`src/rtl/dls_pkg.sv`:
```
// Shared constants and types for the link status readout block
package dls_pkg;

	// Register indices; byte address is four times the index
	localparam logic [3:0] DLS_IDX_STATUS = 4'h0;
	localparam logic [3:0] DLS_IDX_AGC = 4'h1;
	localparam logic [3:0] DLS_IDX_NOISE = 4'h2;
	localparam logic [3:0] DLS_IDX_MASK = 4'h8;
	localparam logic [3:0] DLS_IDX_GAIN = 4'h9;

	// Field positions in status and mask registers
	localparam int DLS_BIT_LINK_UP = 0;
	localparam int DLS_BIT_PEND = 1;
	localparam int DLS_BIT_DEACT = 2;

	// Reset values of writable registers
	localparam logic [7:0] DLS_MASK_RST = 8'h00;
	localparam logic [7:0] DLS_GAIN_RST = 8'h00;

	// Gain field: all four low bits set means 6 dB boost
	localparam logic [3:0] DLS_GAIN_BOOST = 4'hF;

	// Noise margin refresh period, in baud periods
	localparam int DLS_NM_BAUDS = 64;
	localparam logic [5:0] DLS_NM_LAST = 6'(DLS_NM_BAUDS - 1);

	// Half-dB units per half octave of power ratio (about 1.5 dB)
	localparam logic [9:0] DLS_NM_STEP = 10'h003;

	// Clamp limits of the signed noise margin byte
	localparam logic signed [9:0] DLS_NM_MAX = 10'sh07F;
	localparam logic signed [9:0] DLS_NM_MIN = -10'sh080;

	// Link states reported by the activation controller, Gray order
	typedef enum logic [2:0] {
		DLS_INACTIVE = 3'h0,
		DLS_ACTIVATING = 3'h1,
		DLS_ACTIVE = 3'h3,
		DLS_PENDING = 3'h2,
		DLS_DEACTIVATED = 3'h6
	} dls_link_t;

	// The three latched link events
	typedef struct packed {
		logic deact_done;
		logic pend_deact;
		logic link_up;
	} dls_evt_t;

	// Avalon request bundle as seen by the slave
	typedef struct packed {
		logic [7:0] address;
		logic read;
		logic write;
		logic [31:0] writedata;
		logic [3:0] byteenable;
	} dls_av_req_t;

endpackage : dls_pkg

```
`src/rtl/dls_status_readout.sv`:
```
// Link status, AGC tap and noise margin readout over Avalon-MM
//
// Contract
// - Deactivation-done set on timer expiry to deactivated
// - Deactivation-done rise interrupts unless masked
// - Deactivation-done read-clears, persists while deactivated
// - Pending-deactivation bit set entering pending state
// - Pending-deactivation rise interrupts unless masked
// - Pending bit read-clears, persists while pending
// - Link-active bit set entering active state
// - Link-active rise interrupts unless masked
// - Link-active bit read-clears, persists while active
// - AGC register: tap top bits, sign zero
// - AGC bits weigh 1 down to 1/64
// - Noise margin readable, refreshed every 64 baud
// - Noise margin signed byte, half-dB steps
// - Noise margin computed, fed to state machine
// - AGC at 0001, noise at 0010, read-only
// - Status bits mirror dedicated status pins
// - Gain low nibble all ones boosts 6 dB
`timescale 1ns/1ps

module dls_status_readout
	import dls_pkg::*;
#(
	parameter int TAP_W = 16,
	parameter int EN_W = 16
) (
	// Clock and reset
	input wire logic clk,
	input wire logic rst,
	// Avalon-MM slave
	input wire logic [7:0] address,
	input wire logic read,
	input wire logic write,
	input wire logic [31:0] writedata,
	input wire logic [3:0] byteenable,
	output logic [31:0] readdata,
	output logic waitrequest,
	// From activation controller and receiver
	input wire dls_link_t link_state,
	input wire logic deact_timer_expired,
	input wire logic baud_tick,
	input wire logic [TAP_W-1:0] agc_tap_main,
	input wire logic [EN_W-1:0] rx_signal_energy,
	input wire logic [EN_W-1:0] rx_error_energy,
	// Event request, status pins, gain and margin outputs
	output logic irq,
	output logic deactivation_done_pin,
	output logic pending_deactivation_pin,
	output logic link_active_pin,
	output logic rx_gain_boost,
	output logic [7:0] noise_margin_fsm
);

	// Parameter sanity
	generate
		if (TAP_W < 8 || EN_W < 2 || EN_W > 64) begin : g_bad
			$error("dls_status_readout: unsupported width");
		end
	endgenerate

	// Request bundle
	dls_av_req_t req;
	// Register index and its validity
	logic [3:0] idx;
	logic idx_ok;
	// Accept edge: request seen with waitrequest low
	logic done;
	// Latched events and masks
	dls_evt_t status_reg, status_next;
	dls_evt_t set_now, hold_now, clr_now;
	logic [7:0] event_mask_register;
	logic [7:0] receiver_gain_register;
	// Bits that the pending read returned, cleared on completion
	dls_evt_t read_bits_reg;
	// Previous link state for entry detection
	dls_link_t prev_state_reg;
	// Readout registers, undefined-by-spec so reset to zero here
	logic [7:0] agc_tap_value;
	logic [7:0] noise_margin;
	// Baud counter for noise margin refresh
	logic [5:0] baud_cnt_reg;
	// Log estimates and margin arithmetic
	logic [7:0] lg_sig, lg_err;
	logic signed [9:0] nm_raw;
	logic [7:0] nm_code;
	// Combined read mux
	logic [7:0] rd_mux;

	assign req = '{address, read, write, writedata, byteenable};
	// Byte address; low two bits ignored for word access
	assign idx = req.address[5:2];
	assign idx_ok = (req.address[7:6] == 2'b00);
	assign done = (req.read | req.write) & ~waitrequest;

	// Half-octave log2 estimate: twice the leading one plus next bit
	function automatic logic [7:0] log2h(input logic [EN_W-1:0] v);
		logic [7:0] r;
		r = 8'h00;
		for (int i = 1; i < EN_W; i++) begin
			if (v[i]) begin
				r = 8'((2 * i) + int'(v[i-1]));
			end
		end
		return r;
	endfunction : log2h

	// Waitrequest: one stall cycle, then answer; high when idle
	always_ff @(posedge clk or posedge rst) begin
		if (rst) begin
			waitrequest <= 1'b1;
		end else if ((req.read | req.write) && waitrequest) begin
			waitrequest <= 1'b0;
		end else begin
			waitrequest <= 1'b1;
		end
	end

	// Read mux; unmapped and write-only indices read zero
	always_comb begin
		rd_mux = 8'h00;
		if (idx_ok) begin
			case (idx)
				DLS_IDX_STATUS: rd_mux = {5'h00, status_reg};
				DLS_IDX_AGC: rd_mux = agc_tap_value;
				DLS_IDX_NOISE: rd_mux = noise_margin;
				default: rd_mux = 8'h00;
			endcase
		end
	end

	// Read data captured during the stall cycle, stands to completion
	always_ff @(posedge clk or posedge rst) begin
		if (rst) begin
			readdata <= 32'h0000_0000;
			read_bits_reg <= '0;
		end else if (req.read && waitrequest) begin
			readdata <= {24'h00_0000, rd_mux};
			if (idx_ok && idx == DLS_IDX_STATUS) begin
				read_bits_reg <= status_reg;
			end else begin
				read_bits_reg <= '0;
			end
		end
	end

	// Writable control; read-only indices ignore writes
	always_ff @(posedge clk or posedge rst) begin
		if (rst) begin
			event_mask_register <= DLS_MASK_RST;
			receiver_gain_register <= DLS_GAIN_RST;
		end else if (done && req.write && idx_ok && req.byteenable[0]) begin
			if (idx == DLS_IDX_MASK) begin
				event_mask_register <= req.writedata[7:0];
			end
			if (idx == DLS_IDX_GAIN) begin
				receiver_gain_register <= req.writedata[7:0];
			end
		end
	end

	// State history for entry detection
	always_ff @(posedge clk or posedge rst) begin
		if (rst) begin
			prev_state_reg <= DLS_INACTIVE;
		end else begin
			prev_state_reg <= link_state;
		end
	end

	// Set, hold and clear terms of the status bits
	always_comb begin
		set_now.deact_done = deact_timer_expired
			&& prev_state_reg == DLS_PENDING
			&& link_state == DLS_DEACTIVATED;
		set_now.pend_deact = link_state == DLS_PENDING
			&& prev_state_reg != DLS_PENDING;
		set_now.link_up = link_state == DLS_ACTIVE
			&& prev_state_reg != DLS_ACTIVE;
		hold_now.deact_done = link_state == DLS_DEACTIVATED;
		hold_now.pend_deact = link_state == DLS_PENDING;
		hold_now.link_up = link_state == DLS_ACTIVE;
		// Only bits this read returned are cleared
		clr_now = (done && req.read) ? read_bits_reg : '0;
		// set and hold win over the read-clear
		status_next = (status_reg & ~clr_now) | set_now | hold_now;
	end

	// Latched status
	always_ff @(posedge clk or posedge rst) begin
		if (rst) begin
			status_reg <= '0;
		end else begin
			status_reg <= status_next;
		end
	end

	// pins follow the same latched status bits
	always_ff @(posedge clk or posedge rst) begin
		if (rst) begin
			deactivation_done_pin <= 1'b0;
			pending_deactivation_pin <= 1'b0;
			link_active_pin <= 1'b0;
		end else begin
			deactivation_done_pin <= status_next.deact_done;
			pending_deactivation_pin <= status_next.pend_deact;
			link_active_pin <= status_next.link_up;
		end
	end

	// Interrupt request; high while any next-state status bit is set and unmasked, with no rise needed
	always_ff @(posedge clk or posedge rst) begin
		if (rst) begin
			irq <= 1'b0;
		end else begin
			// deact gated by mask; pending gated; active gated
			// level until all unmasked bits read away
			irq <= (status_next.deact_done
				& ~event_mask_register[DLS_BIT_DEACT])
				| (status_next.pend_deact
				& ~event_mask_register[DLS_BIT_PEND])
				| (status_next.link_up
				& ~event_mask_register[DLS_BIT_LINK_UP]);
		end
	end

	always_ff @(posedge clk or posedge rst) begin
		if (rst) begin
			rx_gain_boost <= 1'b0;
		end else begin
			rx_gain_boost <= receiver_gain_register[3:0] == DLS_GAIN_BOOST;
		end
	end

	// AGC tap sampled each baud so reads see a settled value
	always_ff @(posedge clk or posedge rst) begin
		if (rst) begin
			agc_tap_value <= 8'h00;
		end else if (baud_tick) begin
			// top bits, sign forced to zero
			// B6 weighs 1, B0 weighs 1/64
			agc_tap_value <= {1'b0, agc_tap_main[TAP_W-2 -: 7]};
		end
	end

	// Baud counter for the margin refresh
	always_ff @(posedge clk or posedge rst) begin
		if (rst) begin
			baud_cnt_reg <= 6'h00;
		end else if (baud_tick) begin
			baud_cnt_reg <= baud_cnt_reg + 6'h01;
		end
	end

	// Margin estimate: signal to error ratio in half-dB units
	always_comb begin
		lg_sig = log2h(rx_signal_energy);
		lg_err = log2h(rx_error_energy);
		// log ratio from received signal and error
		nm_raw = 10'(signed'({2'b00, lg_sig}) - signed'({2'b00, lg_err}));
		nm_raw = 10'(nm_raw * signed'(DLS_NM_STEP));
		// clamp into a signed byte, LSB is 0.5 dB
		if (nm_raw > DLS_NM_MAX) begin
			nm_code = DLS_NM_MAX[7:0];
		end else if (nm_raw < DLS_NM_MIN) begin
			nm_code = DLS_NM_MIN[7:0];
		end else begin
			nm_code = nm_raw[7:0];
		end
	end

	// Margin register; the reading is not gain-corrected, software is
	always_ff @(posedge clk or posedge rst) begin
		if (rst) begin
			noise_margin <= 8'h00;
			noise_margin_fsm <= 8'h00;
		end else if (baud_tick && baud_cnt_reg == DLS_NM_LAST) begin
			noise_margin <= nm_code;
			// same value to the activation controller
			noise_margin_fsm <= nm_code;
		end
	end

endmodule : dls_status_readout

```
`config.mk`:
```
export PLATFORM = sky130hd
export DESIGN_NAME = dls_status_readout
export DESIGN_NICKNAME = d
export VERILOG_FILES = /design/src/rtl/dls_pkg.sv /design/src/rtl/dls_status_readout.sv
export SDC_FILE = /design/constraint.sdc
export NUM_CORES = 1
export LEC_CHECK = 0
export BUFFER_PORTS_ARGS = -buffer_cell sky130_fd_sc_hd__buf_4
export CORE_MARGIN = 2
export CORE_UTILIZATION = 40
export DETAILED_ROUTE_END_ITERATION = 16
export HOLD_SLACK_MARGIN = 0.1
export PLACE_DENSITY = 0.78
export SLEW_MARGIN = 20
export SYNTH_ARGS = -nofsm -noshare
export SYNTH_HDL_FRONTEND = slang
export SYNTH_SLANG_ARGS = --single-unit
```
`constraint.sdc`:
```
create_clock -name clk -period 2.8 [get_ports clk]
set_input_delay 0.56 -clock clk [delete_from_list [all_inputs] [get_ports clk]]
set_output_delay 0.56 -clock clk [all_outputs]
set_load 0.02 [all_outputs]
```
# After elaboration in Yosys (flattened, before gate mapping)

Cells that the tools add are included.

Flip-flop bits (word level): 48
Input port bits: 101
Logic and storage cells: 131

Add/subtract/negate cells: 32
Multiply operators: 1
Order comparisons: 2
Equal/unequal tests: 12
Multiplexer cells: 37
Bitwise logic cells: 15
Reduce and logical (&&, ||, !) cells: 16

Operators by type and width:

| cell                                                                          | number |
|---|---|
| 8-bit two-way mux                                                             | 31 |
| 5-bit by 1-bit adder with 6-bit output, first input constant                  | 16 |
| 4-bit by 1-bit adder with 5-bit output, first input constant                  | 8 |
| 8-bit case mux with 3 select lines                                            | 1 |
| 3-bit by 1-bit adder with 4-bit output, first input constant                  | 4 |
| 4-bit == test, second input constant                                          | 3 |
| 1-bit logical AND                                                             | 12 |
| 3-bit two-way mux                                                             | 4 |
| 10-bit by 8-bit > comparator with 1-bit output, second input constant         | 1 |
| 10-bit by 8-bit less-than comparator with 1-bit output, second input constant | 1 |
| 9-bit by 3-bit multiplier with 10-bit output, second input constant           | 1 |
| 3-bit by 2-bit == test with 1-bit output, second input constant               | 3 |
| 8-bit by 8-bit subtractor with 9-bit output                                   | 1 |
| 2-bit by 1-bit adder with 3-bit output, first input constant                  | 2 |
| 6-bit by 1-bit adder with 6-bit output, second input constant                 | 1 |
| 6-bit == test, second input constant                                          | 1 |
| 3-bit by 2-bit inequality test with 1-bit output, second input constant       | 2 |
| 3-bit bitwise OR                                                              | 2 |
| 1-bit AND                                                                     | 4 |
| 4-bit by 1-bit == test with 1-bit output, second input constant               | 1 |
| 4-bit by 2-bit == test with 1-bit output, second input constant               | 1 |
| 4-bit logical NOT                                                             | 1 |
| 1-bit NOT                                                                     | 4 |
| 2-bit AND reduction                                                           | 2 |
| other kinds (6)                                                               | 8 |

# Longest topological paths before layout

Gate-level depths: netlist (run 1).

Depth in word-level cells: 21
Gate-level depth with buffers: 24
Mapped depth without buffers: 24

# Worst setup path after synthesis (run 1)

Ideal clock, no wire load.

Kind: input to register
Start point: in rx_signal_energy[3]
End point: reg noise_margin[0]
Setup time: 0.124 ns
Data arrival time: 4.493 ns
Setup slack: -1.817 ns
Cell stages on the path: 24
Cells stage by stage: nand2b_1 -> a21oi_1 -> o21bai_1 -> a21oi_1 -> o21bai_1 -> a41oi_1 -> o41ai_1 -> ha_1 -> fa_1 -> nor2b_1 -> o21ai_0 -> nand2b_1 -> inv_1 -> fa_1 -> inv_1 -> ha_1 -> ha_1 -> a211oi_1 -> o21bai_1 -> a21oi_1 -> xnor2_1 -> o21a_2 -> o211ai_1 -> nand2_1

Cells in the longest elaborated chain, start to end: 18

Ends and longest elaborated chain:

| item                                                                        | line                                                 | source |
|---|---|---|
| start: declaration                                                          | dls_status_readout.sv:45                             | `input wire logic [EN_W-1:0] rx_signal_energy,` |
| 4-bit by 1-bit adder with 5-bit output or 8-bit two-way mux (tied branches) | dls_status_readout.sv:103, dls_status_readout.sv:102 |  |
| 8-bit two-way mux * (12 in a row)                                           | dls_status_readout.sv:102                            | `if (v[i]) begin` |
| 8-bit by 8-bit subtractor with 9-bit output *                               | dls_status_readout.sv:261                            | `nm_raw = 10'(signed'({2'b00, lg_sig}) - signed'({2'b00, lg_err}));` |
| 9-bit by 3-bit multiplier with 10-bit output *                              | dls_status_readout.sv:262                            | `nm_raw = 10'(nm_raw * signed'(DLS_NM_STEP));` |
| 10-bit by 8-bit less-than comparator with 1-bit output                      | dls_status_readout.sv:266                            | `end else if (nm_raw < DLS_NM_MIN) begin` |
| 8-bit two-way mux                                                           | dls_status_readout.sv:266                            |  |
| 8-bit two-way mux *                                                         | dls_status_readout.sv:264                            | `if (nm_raw > DLS_NM_MAX) begin` |
| end signal: assignment                                                      | dls_status_readout.sv:279                            | `noise_margin <= nm_code;` |
| end: declaration                                                            | dls_status_readout.sv:81                             | `logic [7:0] noise_margin;` |

Mark *: on every way between the ends. The rest lies on a longest branch, timed or not.
A chain may end at the register's enable or synchronous reset.

# Worst setup path in the final report (run 1)

Start point: in rx_signal_energy[3]
End point: reg noise_margin[1]

Same word-level chain as after synthesis.

==> results of run 1 <==
[worst max-delay path, stage by stage]
cell and delay [ps]:
buf_6 90, nand2b_4 120, a21oi_2 110, o21bai_1 70, a21oi_1 140, o21bai_1 90
a41oi_2 160, o41ai_2 110, ha_2 200, fa_2 390, nor2b_1 120, o21ai_1 60
nand2b_1 100, inv_1 70, fa_1 490, inv_2 60, ha_4 270, ha_4 200
o211ai_1 250, o21ai_2 120, o31ai_4 180, buf_6 160, xor2_4 190, o21a_2 190
nor2_1 40, o21ai_1 130
[placed cells by master (no fill, tap or decap), types with 8 or more instances in the layout]
master / n
a21oi_1: 24
a22o_1: 14
buf_4: 136
conb_1: 24
dfrtp_1: 44
ha_1: 16
inv_1: 23
mux2_2: 8
nand2_1: 23
nor2_1: 17
nor3_1: 17
o21ai_0: 18
[per-layer routing]
metal  up-vias  wire length, um
met5         -                0
li1       1459                -
met2        96             3740
met1      1392             2970
met3        12              366
met4         0              104
[kinds of logic (layout without fill, tap and decap cells)]
group	after synthesis	count (layout)	share of synthesized area, %
AOI/OAI and AO/OA	103	103	22.0
and+or+nand+nor	83	83	12.8
buffers and inverters	52	171	8.98
DFF	45	45	35.5
adders and majority gates	24	24	10.2
muxes	18	18	6.27
xor gates and xnor gates	13	14	4.18
other	1	24	0.118
[per-stage QoR]
stage / setup slack (ps) / cells / utilization, % / power (mW)
2_1_floorplan: -1600 / 362 / - / 1.73
3_3_place_gp: -1850 / 572 / 55.6 / 2.12
3_5_place_dp: -2070 / 572 / 55.6 / 2.17
4_1_cts: -1640 / 583 / 57.2 / 2.61
5_1_grt: -1920 / 584 / 58.0 / 2.84
6_report: -1690 / 584 / 58.0 / 2.62
[worst max-delay path by stage]
stage                                    from                           to  slack, ps
after global routing      rx_signal_energy[3]  noise_margin[1]$_DFFE_PP0P_      -1920
after global placement    rx_signal_energy[3]  noise_margin[3]$_DFFE_PP0P_      -1850
after CTS                 rx_signal_energy[3]  noise_margin[1]$_DFFE_PP0P_      -1640
after floorplan           rx_signal_energy[3]  noise_margin[1]$_DFFE_PP0P_      -1600
after detailed placement  rx_signal_energy[3]  noise_margin[1]$_DFFE_PP0P_      -2070
final                     rx_signal_energy[3]  noise_margin[1]$_DFFE_PP0P_      -1690
[final cells by class]
type / instances / area [sq um] / share of cell area [%]
multi-input cells: 266 / 2000 / 44.5
flip-flops and latches: 45 / 1130 / 25.2
repair buffers: 139 / 1050 / 23.5
well taps: 102 / 128 / 2.85
inverters: 24 / 90.1 / 2.01
clock buffers: 5 / 68.8 / 1.54
clock inverters: 3 / 17.5 / 0.391
[power by group]
| part | internal, mW | leakage [nW] | switching, mW |
|---|---|---|---|
| Clock | 0.172 | 0.0439 | 0.205 |
| Combinational | 0.720 | 1.63 | 0.703 |
| Sequential | 0.744 | 0.575 | 0.0745 |
| Total | 1.64 | 2.25 | 0.983 |
[timing repair]
item,4_1_cts,5_1_grt
setup buffers,2,1
setup endpoints to repair,8,8
gates resized for setup,2,9
gates cloned,1,0
hold buffers,0,0
pin swaps,5,7
==> flow_summary.yaml, run 1 <==
sta:
  setup_tns_ps: -13210
  setup_violations: 8
  finClkSkew_ps: 6.68
  period_share_pct: 160
  finalMaxSlewViolations: 0
  hold_viol_final: 0
  finalWorstSetupSlack_ps: -1690
  layout_min_cycle_time_ps: 4490
  timing.fmax_ghz: 0.223
  tightest_slew_ps: 538
  slew_headroom_pct: 64.2
  hold_slack_ps: 397
  rsz0062_at_grt: "yes"
global_routing:
  grt.total_usage_pct: 16.4
  grt_util_met2_pct: 31.8
  grt_max_degree: 46
  met3_usage_pct: 2.18
  use_met1_pct: 18.5
  antenna_found_initial: 0
  top_usage_layer: "met2"
  grt_pass1_vias: 2917
  grt-ovfl-total: 0
  grt_pass1_wl_um: 11900
die:
  core_sq_um: 7730
  io_pins: 147
  die_y_um: 93.1
  die_area_sq_um: 8670
  num_rows: 32
  initial_utilization_pct: 41.1
  die_w_um: 93.1
clocking:
  htree_levels: 2
  numCtsBuffers: 5
  cts_tree: "yes"
  clkLatencyLatePin_ps: 290
  ctsLongestPathBuffers: 2
  cts_num_sinks: 45
  clkTransAtPathRegs_ps: 80
  clock-root-buffer: "clkbuf_8"
yosys:
  yosys-top-cells-count: "44 x dfrtp_1, 27 x a21oi_1, 24 x buf_4, 24 x inv_1, 24 x nand2_1"
  yosys_warnings: 0
  yosysTopAreaCell: "dfrtp_1"
  synth_top_area_share_pct: 34.7
  synthCells: 339
  ys_types: 51
  synth_area_leaders: "dfrtp_1 35%, ha_1 8.3%, buf_4 5.7%"
  synth_edf_count: 0
  seq_area_frac_synth_pct: 35.5
  synth.most_common_cell: "dfrtp_1"
  post_synth.cell_area_avg_sq_um: 9.37
  synthArstFlopShare_pct: 100
  ys_seq_elements: 45
  synth.cell_area_sq_um: 3180
  synth-main-ff-cell: "dfrtp_1"
routing:
  drc: 0
  num_vias: 2959
  antenna_left: 0
  vias_per_cell: 5.07
  wl_um: 7180
  drt_first_pass_iters: 4
  drt_iter0_drc: 83
  wl_per_cell_um: 12.3
placement:
  place_congestion: 0.842
  post-dp-hpwl_um: 5860
  port_buffers: 79
  post_dp_cell_area_sq_um: 4290
worst_setup_path:
  reg2reg_to: "readdata[1]$_DFFE_PP0P_"
  rr_startpoint: "waitrequest$_DFF_PP1_"
  required_ps: 3010
  cp-end-kind: "flip-flop"
  r2r_setup_slack_ps: 1010
  reg2regPathDepth: 5
  cp.arrival_ps: 4700
  critical_path_class: "in -> reg"
  cp_max_fo: 5
  start_kind: "input port"
finish:
  drive_gt1_share_pct: 38.0
  diodes: 0
  nets: 606
  syn2layout_area_growth_pct: 41.1
  fillers: 644
  top_regs: "noise_margin (8), readdata (8), agc_tap_value (7)"
  fin_area_sq_um: 4480
pwr:
  irDropWorstVdd_uv: 231
  p_per_area_nw_per_um2: 584
  p_leak_nw: 2.25
worst_hold_path:
  hp-class: "in -> async"
status:
  outcome: "finished, violations left"
  violations: "negative setup slack"
job:
  drv_cap: 0
No activity file was read; power rests on OpenSTA's default activity.
==> run 2, diff against run 1 <==
--- a/config.mk
+++ b/config.mk
@@ -5,12 +5,12 @@
 export SDC_FILE = /design/constraint.sdc
 export NUM_CORES = 1
 export LEC_CHECK = 0
-export BUFFER_PORTS_ARGS = -buffer_cell sky130_fd_sc_hd__buf_4
 export CORE_MARGIN = 2
 export CORE_UTILIZATION = 40
 export DETAILED_ROUTE_END_ITERATION = 16
+export DONT_BUFFER_PORTS = 1
 export HOLD_SLACK_MARGIN = 0.1
-export PLACE_DENSITY = 0.78
+export PLACE_DENSITY = 0.62
 export SLEW_MARGIN = 20
 export SYNTH_ARGS = -nofsm -noshare
 export SYNTH_HDL_FRONTEND = slang
==> run 2 against run 1 <==
- the flow still finishes with violations (negative setup slack)
- hold slack worse by 180 ps
- total power down 0.17%
- via count down 14%
- sequential share of layout area up 5.0 points
- non-clock buffer count down 105
- critical path depth down 1
- register-to-register slack worse by 100 ps
- setup slack better by 290 ps
- design area down 17%
- maximum frequency up 6.8%
- utilization down 9.6 points
==> flow_summary.yaml, run 2 (synthesis results as in run 1) <==
routing:
  drc: 0
  vias_per_cell: 5.30
  wl_um: 6600
  drt_iter0_drc: 42
  num_vias: 2541
  wl_per_cell_um: 13.8
  drt_first_pass_iters: 4
  antenna_left: 0
clocking:
  cts_tree: "yes"
  clock-root-buffer: "clkbuf_8"
  cts_num_sinks: 45
  numCtsBuffers: 5
  ctsLongestPathBuffers: 2
  cts_hold_buf: 0
  clkTransAtPathRegs_ps: 90
  htree_levels: 2
  clkLatencyLatePin_ps: 300
finish:
  top_regs: "noise_margin (8), readdata (8), agc_tap_value (7)"
  final_cell_mix: "44 x dfrtp_1, 33 x buf_4, 24 x conb_1"
  final_common_cell: "dfrtp_1"
  syn2layout_area_growth_pct: 17.8
  diodes: 0
  drive_gt1_share_pct: 21.8
  final_util_pct: 48.4
  finalNonFillerCells: 479
  nets: 501
die:
  initial_utilization_pct: 41.1
  die_area_sq_um: 8670
  die_y_um: 93.1
  core_sq_um: 7730
  io_pins: 147
  die_w_um: 93.1
  num_rows: 32
sta:
  setup_violations: 8
  setup_tns_ps: -10950
  finalWorstSetupSlack_ps: -1400
  finalMaxSlewViolations: 0
  rsz0062_at_grt: "yes"
  hold_viol_final: 0
  timing.fmax_ghz: 0.238
  period_share_pct: 150
  tightest_slew_ps: 883
  finClkSkew_ps: 9.25
  layout_min_cycle_time_ps: 4200
  slew_headroom_pct: 40.8
worst_setup_path:
  start_kind: "input port"
  cp-end-kind: "flip-flop"
  required_ps: 3020
  critical_path_class: "in -> reg"
  cp_max_fo: 5
  cp.arrival_ps: 4420
global_routing:
  grt_pass1_vias: 2540
  antenna_found_initial: 0
  grt.total_usage_pct: 15.3
  grt-ovfl-total: 0
  grt_pass1_wl_um: 10900
  grt_max_degree: 27
placement:
  place_congestion: 0.737
  dp_cells: 466
  port_buffers: 0
  post-dp-hpwl_um: 5310
  dp_slack_ps: -1840
worst_hold_path:
  hp-class: "in -> async"
status:
  outcome: "finished, violations left"
  violations: "negative setup slack"
job:
  drv_cap: 0
pwr:
  irDropWorstVdd_uv: 221
  p_per_area_nw_per_um2: 699
  p_leak_nw: 1.75
  total_power_mw: 2.61
-- run 2: cell count changes in the layout (fill, tap and decap cells not counted), sizes merged --
cell,delta
buf,-105
clkbuf,+2
clkinv,-1
bufinv,+1
inv,-1
clkinvlp,-1
-- run 2: critical path: stages --
cell	delay (ps)
nand2b_4	120
a21oi_2	100
o21bai_1	60
a21oi_1	130
o21bai_1	90
a41oi_2	160
o41ai_2	100
ha_2	210
fa_2	340
nor2b_1	120
o21ai_1	70
nand2b_1	90
inv_1	50
fa_1	490
inv_2	60
ha_4	260
ha_4	190
o211ai_1	200
o21ai_2	120
o31ai_4	180
buf_6	150
xor2_4	190
o21a_2	190
nor2_1	50
o21ai_1	110
-- run 2: final timing paths --
| path | start | endpoint | slack [ps] | cells after the start |
|---|---|---|---|---|
| max | rx_signal_energy[3] | noise_margin[2]$_DFFE_PP0P_ | -1400 | 25 |
| min | rst | receiver_gain_register[3]$_DFFE_PP0P_ | 220 | 1 |
| max reg2reg | waitrequest$_DFF_PP1_ | readdata[5]$_DFFE_PP0P_ | 910 | 5 |
| min reg2reg | baud_cnt_reg[5]$_DFFE_PP0P_ | baud_cnt_reg[5]$_DFFE_PP0P_ | 480 | 1 |
| max in group asynchronous | rst | waitrequest$_DFF_PP1_ | 1800 | 2 |
| min in group clk | write | waitrequest$_DFF_PP1_ | 330 | 1 |
-- run 2: final cells by class --
type | instances | area [sq um]
Clock buffer | 7 | 86.3
Multi-Input combinational cell | 266 | 2020
Clock inverter | 1 | 30.0
Sequential cell | 45 | 1130
Timing Repair Buffer | 34 | 259
Fill cell | 733 | 3990
Inverter | 24 | 90.1
Tap cell | 102 | 128
-- run 2: timing repair --
item,in CTS,in global routing
setup endpoints to repair,8,8
pin swaps,20,22
gates cloned,1,0
gates resized for setup,3,16
buffers inserted,3,1
-- run 2: report_power, final --
part | leakage (nW) | internal (mW) | switching (mW)
combinational | 1.11 | 0.641 | 0.608
sequential | 0.575 | 0.743 | 0.119
clock | 0.0585 | 0.291 | 0.211
total | 1.75 | 1.67 | 0.939
-- run 2: routing by layer --
| layer | share of wire, % | vias up | routed length (um) | global-route usage [%] |
|---|---|---|---|---|
| met2 | 50 | 73 | 3290 | 27.3 |
| li1 | - | 1250 | - | - |
| met5 | 0 | - | 0 | 0 |
| met1 | 42 | 1213 | 2770 | 17.6 |
| met3 | 7.1 | 5 | 467 | 3.95 |
| met4 | 1.0 | 0 | 68 | 5.39 |
-- run 2: stage by stage --
step	area, sq um	hold WS [ps]
6_report	3740	221
5_1_grt	3740	273
4_1_cts	3670	244
3_5_place_dp	3500	465
3_3_place_gp	3500	459
2_1_floorplan	3340	442
